## src/sbc_pkg.sv

```systemverilog
/*
 * constants for the complement, skip and jump execute block.
 * assumes a 14-bit instruction word, 8-bit data path and 13-bit program counter.
 */
// Operation
// - opcode 001001 complements the file register, writes destination, updates zero flag
// - destination bit 0 writes working register, 1 writes back to file register
// - opcode 001011 decrements file register into destination, status flags untouched
// - zero result of decrement/increment skip discards fetched instruction, runs a nop
// - opcode 001111 increments file register into destination, skips on zero, no flags
// - skip instructions are one word, one cycle, or two when skipping
// - jump 101 loads pc 10:0 from immediate, upper bits from page latch 4:3
package sbc_pkg;
	localparam int INSTR_W     = 14;
	localparam int DATA_W      = 8;
	localparam int PC_W        = 13;
	localparam int FADDR_W     = 7;
	localparam int OP6_MSB     = 13;
	localparam int OP6_LSB     = 8;
	localparam int OP3_LSB     = 11;
	localparam int DEST_BIT    = 7;
	localparam int JUMP_K_W    = 11;
	localparam int PAGE_MSB    = 4;
	localparam int PAGE_LSB    = 3;
	localparam logic [5:0] OP_COMPLEMENT = 6'h09;
	localparam logic [5:0] OP_DEC_SKIP   = 6'h0b;
	localparam logic [5:0] OP_INC_SKIP   = 6'h0f;
	localparam logic [2:0] OP_JUMP       = 3'h5;
	localparam logic       DEST_W        = 1'h0;
	localparam logic [DATA_W-1:0] DATA_ONE  = 8'h01;
	localparam logic [DATA_W-1:0] DATA_ZERO = 8'h00;
	localparam logic [PC_W-1:0]   PC_RESET  = 13'h0000;
endpackage

```

## src/sbc_decode_if.sv

```systemverilog
/*
 * carries instruction, operands and decoded results between the core and its decoder.
 * assumes both ends share the core clock.
 */
`timescale 1ns/10ps
`default_nettype none
interface sbc_decode_if;
	logic [sbc_pkg::INSTR_W-1:0] instr;
	logic [sbc_pkg::DATA_W-1:0]  file_data;
	logic [7:0]                  page_latch;
	logic                        is_complement;
	logic                        is_dec_skip;
	logic                        is_inc_skip;
	logic                        is_jump;
	logic                        dest_file;
	logic [sbc_pkg::DATA_W-1:0]  result;
	logic                        result_zero;
	logic [sbc_pkg::PC_W-1:0]    jump_target;

	modport decoder (
		input  instr, file_data, page_latch,
		output is_complement, is_dec_skip, is_inc_skip, is_jump, dest_file, result, result_zero, jump_target
	);
	modport core (
		output instr, file_data, page_latch,
		input  is_complement, is_dec_skip, is_inc_skip, is_jump, dest_file, result, result_zero, jump_target
	);
endinterface
`default_nettype wire

```

## src/skip_branch_complement_ops.sv

```systemverilog
/*
 * execute stage for complement, decrement/increment skip and unconditional jump.
 * decodes the instruction through the decoder module, forms the strobes for the
 * working register, the file register, the zero flag and the program counter,
 * and keeps the one-bit discard memory that turns the prefetched instruction
 * after a taken skip or a jump into a nop cycle.
 * every output is a register that stands for the cycle after the taking edge;
 * result data holds until the next taken instruction.
 * assumes fetch presents one instruction per instruction-cycle enable, with the
 * file register value already read, and acts on flush and pc_load the next cycle.
 * assumes the core applies each write strobe in the cycle in which it stands,
 * and holds instr_valid low while it has nothing to execute; idle cycles do not
 * end a pending discard.
 */
`timescale 1ns/10ps
`default_nettype none
module skip_branch_complement_ops (
	// clock and reset
	input  wire logic                        clock,
	input  wire logic                        sys_rst,
	// instruction from fetch
	input  wire logic                        instr_valid,
	input  wire logic [sbc_pkg::INSTR_W-1:0] instr,
	input  wire logic [sbc_pkg::DATA_W-1:0]  file_data,
	input  wire logic [7:0]                  pc_page_latch,
	// working register write
	output logic                             w_write,
	output logic [sbc_pkg::DATA_W-1:0]       w_data,
	// file register write
	output logic                             f_write,
	output logic [sbc_pkg::FADDR_W-1:0]      f_addr,
	output logic [sbc_pkg::DATA_W-1:0]       f_data,
	// zero flag update
	output logic                             z_write,
	output logic                             z_value,
	// program flow
	output logic                             pc_load,
	output logic [sbc_pkg::PC_W-1:0]         pc_target,
	output logic                             flush,
	output logic                             nop_cycle
);
	// two states only: execute normally, or drop the next valid word
	typedef enum logic {EXEC, DISCARD} state_t;

	state_t state;
	state_t next_state;

	sbc_decode_if dec ();

	// operands straight from fetch, same clock, no synchroniser
	assign dec.instr      = instr;
	assign dec.file_data  = file_data;
	assign dec.page_latch = pc_page_latch;

	// pure decode and arithmetic, no state
	sbc_decoder sbc_decoder_inst (
		.dec (dec.decoder)
	);

	// state qualifiers
	wire exec_state    = (state == EXEC);
	wire discard_state = (state == DISCARD);

	// an instruction arriving during the discard cycle is the flushed prefetch
	wire take          = instr_valid && exec_state;
	wire dropped       = instr_valid && discard_state;

	// operation classes
	wire is_skip_op    = dec.is_dec_skip || dec.is_inc_skip;
	wire is_arith_op   = dec.is_complement || is_skip_op;
	wire to_working    = (dec.dest_file == sbc_pkg::DEST_W);

	// strobes for the cycle after the taking edge
	wire do_arith      = take && is_arith_op;
	wire do_skip       = take && is_skip_op && dec.result_zero;
	wire do_jump       = take && dec.is_jump;
	wire next_w        = do_arith && to_working;
	wire next_f        = do_arith && !to_working;
	// skips leave the zero flag alone, only the complement loads it
	wire next_z        = take && dec.is_complement;
	wire next_pc_load  = do_jump;
	wire next_flush    = do_skip || do_jump;
	wire next_nop      = dropped;

	// discard is armed by a flush and ended only by a valid word, never by idle
	wire enter_discard = next_flush;
	wire leave_discard = dropped;

	// result registers follow every taken instruction and hold otherwise
	wire [sbc_pkg::DATA_W-1:0]  next_w_data    = take ? dec.result : w_data;
	wire [sbc_pkg::FADDR_W-1:0] next_f_addr    = take ? instr[sbc_pkg::FADDR_W-1:0] : f_addr;
	wire [sbc_pkg::DATA_W-1:0]  next_f_data    = take ? dec.result : f_data;
	wire                        next_z_value   = take ? dec.result_zero : z_value;
	wire [sbc_pkg::PC_W-1:0]    next_pc_target = take ? dec.jump_target : pc_target;

	always_comb begin
		next_state = state;
		unique case (state)
			// a taken skip or jump arms the discard
			EXEC: begin
				if (enter_discard) begin
					next_state = DISCARD;
				end
			end
			// waits through idle cycles for the prefetched word, then drops it
			DISCARD: begin
				if (leave_discard) begin
					next_state = EXEC;
				end
			end
		endcase
	end

	// discard state register
	always_ff @(posedge clock or posedge sys_rst) begin
		if (sys_rst) begin
			state <= EXEC;
		end else begin
			state <= next_state;
		end
	end

	// working register write strobe
	always_ff @(posedge clock or posedge sys_rst) begin
		if (sys_rst) begin
			w_write <= 1'b0;
		end else begin
			w_write <= next_w;
		end
	end

	// file register write strobe
	always_ff @(posedge clock or posedge sys_rst) begin
		if (sys_rst) begin
			f_write <= 1'b0;
		end else begin
			f_write <= next_f;
		end
	end

	// zero flag load strobe, complement only
	always_ff @(posedge clock or posedge sys_rst) begin
		if (sys_rst) begin
			z_write <= 1'b0;
		end else begin
			z_write <= next_z;
		end
	end

	// program counter load strobe
	always_ff @(posedge clock or posedge sys_rst) begin
		if (sys_rst) begin
			pc_load <= 1'b0;
		end else begin
			pc_load <= next_pc_load;
		end
	end

	// flush of the prefetched word
	always_ff @(posedge clock or posedge sys_rst) begin
		if (sys_rst) begin
			flush <= 1'b0;
		end else begin
			flush <= next_flush;
		end
	end

	// marks the cycle in which a dropped word ran as a nop
	always_ff @(posedge clock or posedge sys_rst) begin
		if (sys_rst) begin
			nop_cycle <= 1'b0;
		end else begin
			nop_cycle <= next_nop;
		end
	end

	// working register data
	always_ff @(posedge clock or posedge sys_rst) begin
		if (sys_rst) begin
			w_data <= sbc_pkg::DATA_ZERO;
		end else begin
			w_data <= next_w_data;
		end
	end

	// file register address
	always_ff @(posedge clock or posedge sys_rst) begin
		if (sys_rst) begin
			f_addr <= '0;
		end else begin
			f_addr <= next_f_addr;
		end
	end

	// file register data
	always_ff @(posedge clock or posedge sys_rst) begin
		if (sys_rst) begin
			f_data <= sbc_pkg::DATA_ZERO;
		end else begin
			f_data <= next_f_data;
		end
	end

	// zero flag value
	always_ff @(posedge clock or posedge sys_rst) begin
		if (sys_rst) begin
			z_value <= 1'b0;
		end else begin
			z_value <= next_z_value;
		end
	end

	// program counter target
	always_ff @(posedge clock or posedge sys_rst) begin
		if (sys_rst) begin
			pc_target <= sbc_pkg::PC_RESET;
		end else begin
			pc_target <= next_pc_target;
		end
	end
endmodule
`default_nettype wire

```

## src/sbc_decoder.sv

```systemverilog
/*
 * combinational decode and arithmetic for the four instructions.
 * assumes operands are stable for the cycle in which the core samples the results.
 */
`timescale 1ns/10ps
`default_nettype none
module sbc_decoder (
	sbc_decode_if.decoder dec
);
	wire [5:0] op6 = dec.instr[sbc_pkg::OP6_MSB:sbc_pkg::OP6_LSB];
	wire [2:0] op3 = dec.instr[sbc_pkg::OP6_MSB:sbc_pkg::OP3_LSB];
	wire [sbc_pkg::DATA_W-1:0] inverted    = ~dec.file_data;
	wire [sbc_pkg::DATA_W-1:0] decremented = dec.file_data - sbc_pkg::DATA_ONE;
	wire [sbc_pkg::DATA_W-1:0] incremented = dec.file_data + sbc_pkg::DATA_ONE;

	assign dec.is_complement = (op6 == sbc_pkg::OP_COMPLEMENT);
	assign dec.is_dec_skip   = (op6 == sbc_pkg::OP_DEC_SKIP);
	assign dec.is_inc_skip   = (op6 == sbc_pkg::OP_INC_SKIP);
	assign dec.is_jump       = (op3 == sbc_pkg::OP_JUMP);
	assign dec.dest_file     = dec.instr[sbc_pkg::DEST_BIT];
	assign dec.result        = dec.is_complement ? inverted :
		dec.is_dec_skip ? decremented : incremented;
	assign dec.result_zero   = (dec.result == sbc_pkg::DATA_ZERO);
	// page bits 4:3 land in pc 12:11, immediate in pc 10:0
	assign dec.jump_target   = {dec.page_latch[sbc_pkg::PAGE_MSB:sbc_pkg::PAGE_LSB],
		dec.instr[sbc_pkg::JUMP_K_W-1:0]};
endmodule
`default_nettype wire

```

## config.mk

```make
export PLATFORM = sky130hd
export DESIGN_NAME = skip_branch_complement_ops
export DESIGN_NICKNAME = d
export VERILOG_FILES = /design/src/sbc_pkg.sv /design/src/sbc_decode_if.sv /design/src/skip_branch_complement_ops.sv /design/src/sbc_decoder.sv
export SDC_FILE = /design/constraint.sdc
export NUM_CORES = 1
export LEC_CHECK = 0
export ABC_AREA = 1
export BUFFER_PORTS_ARGS = -buffer_cell sky130_fd_sc_hd__buf_2
export CAP_MARGIN = 25
export CORE_ASPECT_RATIO = 2
export CORE_MARGIN = 2
export CORE_UTILIZATION = 35
export DETAILED_ROUTE_END_ITERATION = 10
export HOLD_SLACK_MARGIN = 0.12
export SETUP_SLACK_MARGIN = 0.15
export SYNTH_ARGS = -nofsm -noshare
export SYNTH_HDL_FRONTEND = slang
export SYNTH_SLANG_ARGS = --single-unit
```

## constraint.sdc

```tcl
create_clock -name clock -period 1.3 [get_ports clock]
set_input_delay 0.26 -clock clock [delete_from_list [all_inputs] [get_ports clock]]
set_output_delay 0.26 -clock clock [all_outputs]
set_load 0.005 [all_outputs]
```

==> impl_metrics.json, run 1 <==
{
  "status": "finished with violations",
  "violations": "negative setup slack",
  "arrival_ps": 1900,
  "final_area_sq_um": 2750,
  "avgSynthCellArea_sq_um": 7.51,
  "synth_seq_cells": 29,
  "clockRootBuffer": "clkbuf_8",
  "fin_crit_ps": 1690,
  "dpl-instance-area_sq_um": 2370,
  "via_per_inst": 4.51,
  "numPlacedInstances": 374,
  "syn_inst": 236,
  "multi_input_area_sq_um": 982,
  "skew_ps": 5.55,
  "grt_pass1_vias": 1721,
  "syn_to_final_growth_pct": 55.3,
  "synth_top_area_share_pct": 40.9,
  "portBuffers": 69,
  "yosys.area.top_type": "dfrtp_1",
  "start_util_pct": 36.4,
  "grt_pass1_wl_um": 7350,
  "peakVddDrop_mv": 0.774,
  "clockPowerShare_pct": 35.5,
  "h-tree-depth": 2,
  "critPathCaptureType": "register",
  "final_max_slew_viol_count": 0,
  "fmax_mhz": 593,
  "yosysWarningCount": 0,
  "power.density_nw_per_um2": 972,
  "min_path_type": "input port to register",
  "cpPeakStageDelay_ps": 250,
  "fin_nets": 375,
  "p_sw_mw": 0.704,
  "cp_slowest_cell": "or2_4",
  "totalPowerFinal_mw": 2.68,
  "overflow": 0,
  "grt_setup_unrepaired": "yes",
  "gp_congestion": 0.828,
  "postRouteAntennaNets": 0,
  "p_leak_nw": 1.52,
  "ys_seq_area_share_pct": 40.9,
  "diodes": 0,
  "finalSetupViolCount": 9,
  "drt-initial-drc-count": 20,
  "final-seq-area_sq_um": 726,
  "tns_ps": -2290,
  "routed_wl_um": 4430,
  "p_seq_share_pct": 39.2,
  "fin_ws_ps": -387,
  "cp_max_fo": 6,
  "hold_viol": 0,
  "cts_buffer_depth": 2,
  "switching_share_pct": 26.3,
  "drc": 0,
  "wl_per_cell_um": 11.3,
  "die_h_um": 105,
  "layout-drive-gt1-share_pct": 51.8,
  "crit_type": "input port to register",
  "synthTopCellsByArea": "dfrtp_1 41%, nand2_1 18%, buf_4 6.4%",
  "core_area_sq_um": 4860,
  "required_ps": 1510,
  "die_area_sq_um": 5690,
  "dp_worst_setup_slack_ps": -784,
  "path_clk_slew_ps": 60,
  "antenna_found_initial": 0,
  "syn_area_sq_um": 1770,
  "io_pins": 76,
  "final_cell_count_no_fill": 393,
  "track_usage_pct": 17.2,
  "period_share_pct": 130,
  "via_count": 1773,
  "fin_util_pct": 56.6,
  "critPathLaunchType": "input port",
  "die_width_um": 54.3,
  "internal_power_mw": 1.97,
  "grt_max_degree": 30,
  "max-cap-violations": 0,
  "hold_slack_ps": 139,
  "syn_nets": 276,
  "cts.sinks": 29,
  "drt_pass1_iterations": 4,
  "dp_hpwl_um": 3540,
  "slew_headroom_pct": 76.1,
  "clock_latency_ps": 270,
  "placementRows": 36,
  "cp_cell_sequence": "buf_8, nor2_4, nand3_4, inv_8, ha_4, or2_4, nand3b_1, nand3b_1, nand3_2, nand2_2, nor2_2, nand3_1, nand3_1",
  "comb_power_share_pct": 25.3,
  "fillers": 483,
  "worstMarginPinSlew_ps": 359,
  "cts_buffers": 5,
  "yosysUniqueCellTypes": 27,
  "cts_tree": "built"
}
## cell usage in the layout, fill, tap and decap left out, drive strengths merged
cell type,Yosys,layout
a21oi,1,1
a31oi,6,6
buf,16,110
bufinv,0,1
clkbuf,3,7
dfrtp,29,29
dlygate4sd3,0,1
fa,1,1
ha,6,6
inv,29,29
nand2,88,88
nand3,14,14
nand3b,4,4
nor2,26,26
nor3,1,1
nor4,1,1
o21ai,5,5
or2,5,5
xnor2,1,1
## layer usage
metal  part of all wire (%)  global-route usage (%)  vias up
li1                       -                       -      907
met1                     35                    17.1      799
met2                     56                    31.2       53
met3                    5.0                    2.00       14
met4                    4.2                    10.2        0
met5                      0                       0        -
## final timing paths
check | start | to | slack (ps) | cells past startpoint
min in group asynchronous | sys_rst | pc_target[1] | 580 | 4
max in group asynchronous | sys_rst | pc_target[9] | 440 | 4
setup / recovery | instr[10] | discard_state | -390 | 13
hold reg to reg | pc_target[12] | pc_target[12] | 470 | 2
setup reg to reg | discard_state | discard_state | 120 | 6
hold / removal | instr[7] | w_write | 140 | 2
## power groups by stage
stage               combinational, mW  sequential (mW)  clock (mW)
floorplan                       0.335             1.07           0
global placement                0.578             1.06           0
detailed placement              0.586             1.07           0
CTS                             0.638             1.05       0.974
global route                    0.761             1.06        1.02
finish                          0.676             1.05       0.951
## synthesized netlist by cell type
| cell | count |
|---|---|
| buf_1 | 1 |
| or2_2 | 2 |
| buf_4 | 15 |
| ha_1 | 6 |
| inv_1 | 22 |
| inv_2 | 7 |
| nand3_2 | 2 |
| o21ai_0 | 4 |
| or2_4 | 1 |
| xnor2_1 | 1 |
| clkbuf_1 | 3 |
| nand2_1 | 83 |
| nor3_1 | 1 |
| a31oi_1 | 6 |
| a21oi_1 | 1 |
| nand2_4 | 2 |
| nor2_2 | 6 |
| nand3b_1 | 4 |
| dfrtp_1 | 29 |
| nor4_1 | 1 |
| nand2_2 | 3 |
| nor2_4 | 2 |
| nand3_1 | 12 |
| o21ai_2 | 1 |
| or2_1 | 2 |
| nor2_1 | 18 |
| fa_1 | 1 |
## registers in the layout (all words and copies together) (netlist names)
name           count
z_value            1
f_data             8
z_write            1
w_write            1
pc_load            1
discard_state      1
flush              1
f_write            1
pc_target         13
nop_cycle          1
## critical path: cells and delay by family
| family | cells | cell delay [ps] |
|---|---|---|
| adders and majority gates | 1 | 220 |
| buffers and inverters | 2 | 220 |
| and+or+nand+nor | 10 | 1200 |
## cells by family (layout without fill, tap and decap cells)
| family | after synthesis | after routing | share of synthesized area [%] |
|---|---|---|---|
| AOI/OAI and AO/OA | 12 | 12 | 4.02 |
| xor gates and xnor gates | 1 | 1 | 0.494 |
| adders and majority gates | 7 | 7 | 5.36 |
| buffers and inverters | 48 | 148 | 13.3 |
| DFF | 29 | 29 | 40.9 |
| and+or+nand+nor | 139 | 139 | 35.9 |
## layout make-up
type / count / share of cell area, %
tap: 57 / 2.59
clock buffer: 7 / 3.13
multi-input combinational: 159 / 35.7
clock inverter: 1 / 1.09
sequential: 29 / 26.4
timing repair buffer: 111 / 26.7
inverter: 29 / 4.50
## repair_timing
action                                 CTS  global route
pin swaps                               18            24
setup endpoints to repair               12            16
endpoints found under the hold margin   29             0
hold buffers                             1             0
buffers inserted                         8             2
gates resized for setup                 19            28
Note: power is estimated with default switching activity, not from simulation.
==> inputs of run 2 (changes only) <==
--- a/config.mk
+++ b/config.mk
@@ -10,10 +10,12 @@
 export CAP_MARGIN = 25
 export CORE_ASPECT_RATIO = 2
 export CORE_MARGIN = 2
-export CORE_UTILIZATION = 35
+export CORE_UTILIZATION = 45
 export DETAILED_ROUTE_END_ITERATION = 10
 export HOLD_SLACK_MARGIN = 0.12
+export PLACE_DENSITY = 0.76
 export SETUP_SLACK_MARGIN = 0.15
 export SYNTH_ARGS = -nofsm -noshare
 export SYNTH_HDL_FRONTEND = slang
+export SYNTH_HIERARCHICAL = 1
 export SYNTH_SLANG_ARGS = --single-unit
==> impl_metrics.json, run 2 <==
{
  "status": "finished with violations",
  "violations": "negative setup slack",
  "async_flop_share_pct": 100,
  "reg2regPathDepth": 4,
  "finalSetupViolCount": 10,
  "synth_xor_area_share_pct": 0.404,
  "hold_end": "w_write",
  "synth_edf_count": 0,
  "ys.flop_type": "dfrtp_1",
  "track_usage_pct": 22.7,
  "skew_ps": 4.47,
  "drt-initial-drc-count": 58,
  "synth-simple-area-share_pct": 38.2,
  "top_regs": "pc_target x13, f_data x8, f_addr x7",
  "cts_buffer_depth": 2,
  "gp_congestion": 0.972,
  "fmax_mhz": 568,
  "portBuffers": 69,
  "avgSynthCellArea_sq_um": 7.35,
  "totalPowerFinal_mw": 3.02,
  "path_clk_slew_ps": 70,
  "clockPowerShare_pct": 32.1,
  "diodes": 0,
  "hold_viol": 0,
  "cts.sinks": 36,
  "die_h_um": 102,
  "core_area_sq_um": 4640,
  "h-tree-depth": 2,
  "syn_inst": 295,
  "synth_top_area_share_pct": 41.6,
  "slew_headroom_pct": 67.8,
  "postRouteAntennaNets": 0,
  "largest_reg_flops": 13,
  "final-seq-area_sq_um": 901,
  "largest_register": "pc_target",
  "worstMarginPinSlew_ps": 482,
  "syn_nets": 329,
  "min-delay-start": "instr[7]",
  "die_area_sq_um": 5420,
  "clockRootBuffer": "clkbuf_8",
  "clock_latency_ps": 290,
  "crit_type": "input port to register",
  "synth_common_cells": "138 x nand2_1, 36 x dfrtp_1, 25 x inv_1",
  "via_count": 2166,
  "min_path_cells": 2,
  "arrival_ps": 1990,
  "syn_area_sq_um": 2170,
  "cp_max_fo": 5,
  "worstReg2RegEnd": "z_value",
  "yosysUniqueCellTypes": 25,
  "synth_seq_cells": 36,
  "tns_ps": -2650,
  "p_sw_mw": 0.867,
  "max-cap-violations": 0,
  "start_util_pct": 46.7,
  "dp_hpwl_um": 4180,
  "period_share_pct": 135,
  "fin_ws_ps": -461,
  "routed_wl_um": 5840,
  "switching_share_pct": 28.7,
  "layout-drive-gt1-share_pct": 49.4,
  "fin_crit_ps": 1760,
  "fin_util_pct": 67.5,
  "critPathCaptureType": "register",
  "r2r-start": "discard_state",
  "critPathLaunchType": "input port",
  "grt_pass1_vias": 2068,
  "multi_input_area_sq_um": 1120,
  "synthAdderAreaFrac_pct": 0.577,
  "grt_max_degree": 37,
  "overflow": 0,
  "drc": 0,
  "cts_tree": "built",
  "synth_top_family_by_area": "simple AND/OR/NAND/NOR gates",
  "fin_nets": 428,
  "yosys.area.top_type": "dfrtp_1",
  "peakVddDrop_mv": 0.682,
  "ys_seq_area_share_pct": 41.6,
  "fillers": 412,
  "via_per_inst": 4.81,
  "final_cell_mix": "114 x nand2_1, 64 x buf_2, 44 x buf_4",
  "power.density_nw_per_um2": 965,
  "cts_buffers": 5,
  "grt_setup_unrepaired": "yes",
  "synth_mux_area_share_pct": 0,
  "final_common_cell": "nand2_1",
  "placementRows": 35,
  "wl_per_cell_um": 13.0,
  "r2r_slack_ps": 200,
  "grt_pass1_wl_um": 8960,
  "synth_compound_area_share_pct": 2.66,
  "yosysWarningCount": 6,
  "final_max_slew_viol_count": 0,
  "synth.most_common_cell": "nand2_1",
  "p_seq_share_pct": 42.9,
  "min_path_type": "input port to register",
  "synthTopCellsByArea": "dfrtp_1 42%, nand2_1 24%, buf_4 8.3%",
  "die_width_um": 53.1,
  "antenna_found_initial": 0,
  "p_leak_nw": 1.81,
  "internal_power_mw": 2.16,
  "drt_pass1_iterations": 4,
  "syn_to_final_growth_pct": 44.6,
  "io_pins": 76,
  "required_ps": 1530,
  "comb_power_share_pct": 25.0
}
==> run 2: cell count changes after synthesis, moves of 4 or more <==
| cell | before | now |
|---|---|---|
| a31oi_1 | 6 | 0 |
| buf_4 | 15 | 24 |
| buf_6 | 0 | 5 |
| dfrtp_1 | 29 | 36 |
| ha_1 | 6 | 1 |
| nand2_1 | 83 | 138 |
| nand3_1 | 12 | 22 |
| nand3b_1 | 4 | 0 |
| nor2_1 | 18 | 11 |
| nor2_2 | 6 | 2 |
==> run 2: power groups by stage <==
| stage | sequential [mW] | clock [mW] | combinational [mW] |
|---|---|---|---|
| floorplan | 1.33 | 0 | 0.379 |
| global placement | 1.32 | 0 | 0.623 |
| detailed placement | 1.32 | 0 | 0.637 |
| CTS | 1.30 | 0.988 | 0.720 |
| global route | 1.31 | 1.03 | 0.840 |
| finish | 1.30 | 0.971 | 0.755 |
==> run 2: stage by stage <==
step / instance area [sq um] / setup slack [ps] / hold WS (ps) / std cells
floorplan: 2200 / -620 / 364 / 295
global placement: 2670 / -730 / 369 / 428
detailed placement: 2670 / -783 / 378 / 428
CTS: 3030 / -382 / 138 / 450
global route: 3130 / -595 / 141 / 450
finish: 3130 / -461 / 140 / 450
==> run 2: per-layer routing <==
metal	wire (um)	vias up	global-route usage (%)
met5	0	-	0
met1	1990	994	21.8
met4	381	0	18.7
met2	3280	70	40.6
met3	189	29	3.07
li1	-	1073	-
==> run 2: kinds of logic after synthesis <==
kind of cell    Yosys count
simple gates            187
xor+xnor                  1
buf+inv                  62
fa+ha+maj                 1
compound gates            8
flops                    36
==> run 2: timing repair <==
item / CTS / global route
pin swaps: 27 / 15
setup buffers: 13 / 0
endpoints found under the setup margin: 12 / 33
hold endpoints to repair: 36 / 0
gates resized for setup: 41 / 29
hold buffers: 1 / 0
==> run 2: layout make-up <==
class	instances	area share, %
timing repair buffer	121	25.5
clock inverter	3	1.36
tap	55	2.20
inverter	33	4.23
clock buffer	5	2.20
sequential	36	28.8
multi-input combinational	197	35.7
==> run 2: critical path, cell delays in order <==
cell and delay, ps:
buf_8 110, nor2_8 160, nand3_4 100, nand2_4 80
nand2_4 60, inv_2 60, ha_4 190, nand2_2 60
o21ai_2 60, or2_0 240, nor2_1 100, nand3_1 70
nor2_1 90, nand2_1 70, nor2_2 90, nand3_1 100
nand3_1 80
==> run 2: worst max-delay path by stage <==
stage                          from       endpoint  slack, ps  depth (start not counted)
after global placement    instr[12]  discard_state       -730                         17
final                     instr[13]  discard_state       -460                         17
after global routing      instr[13]  discard_state       -590                         17
after detailed placement  instr[12]  discard_state       -780                         17
after floorplan           instr[12]  discard_state       -620                         17
after CTS                 instr[13]  discard_state       -380                         17
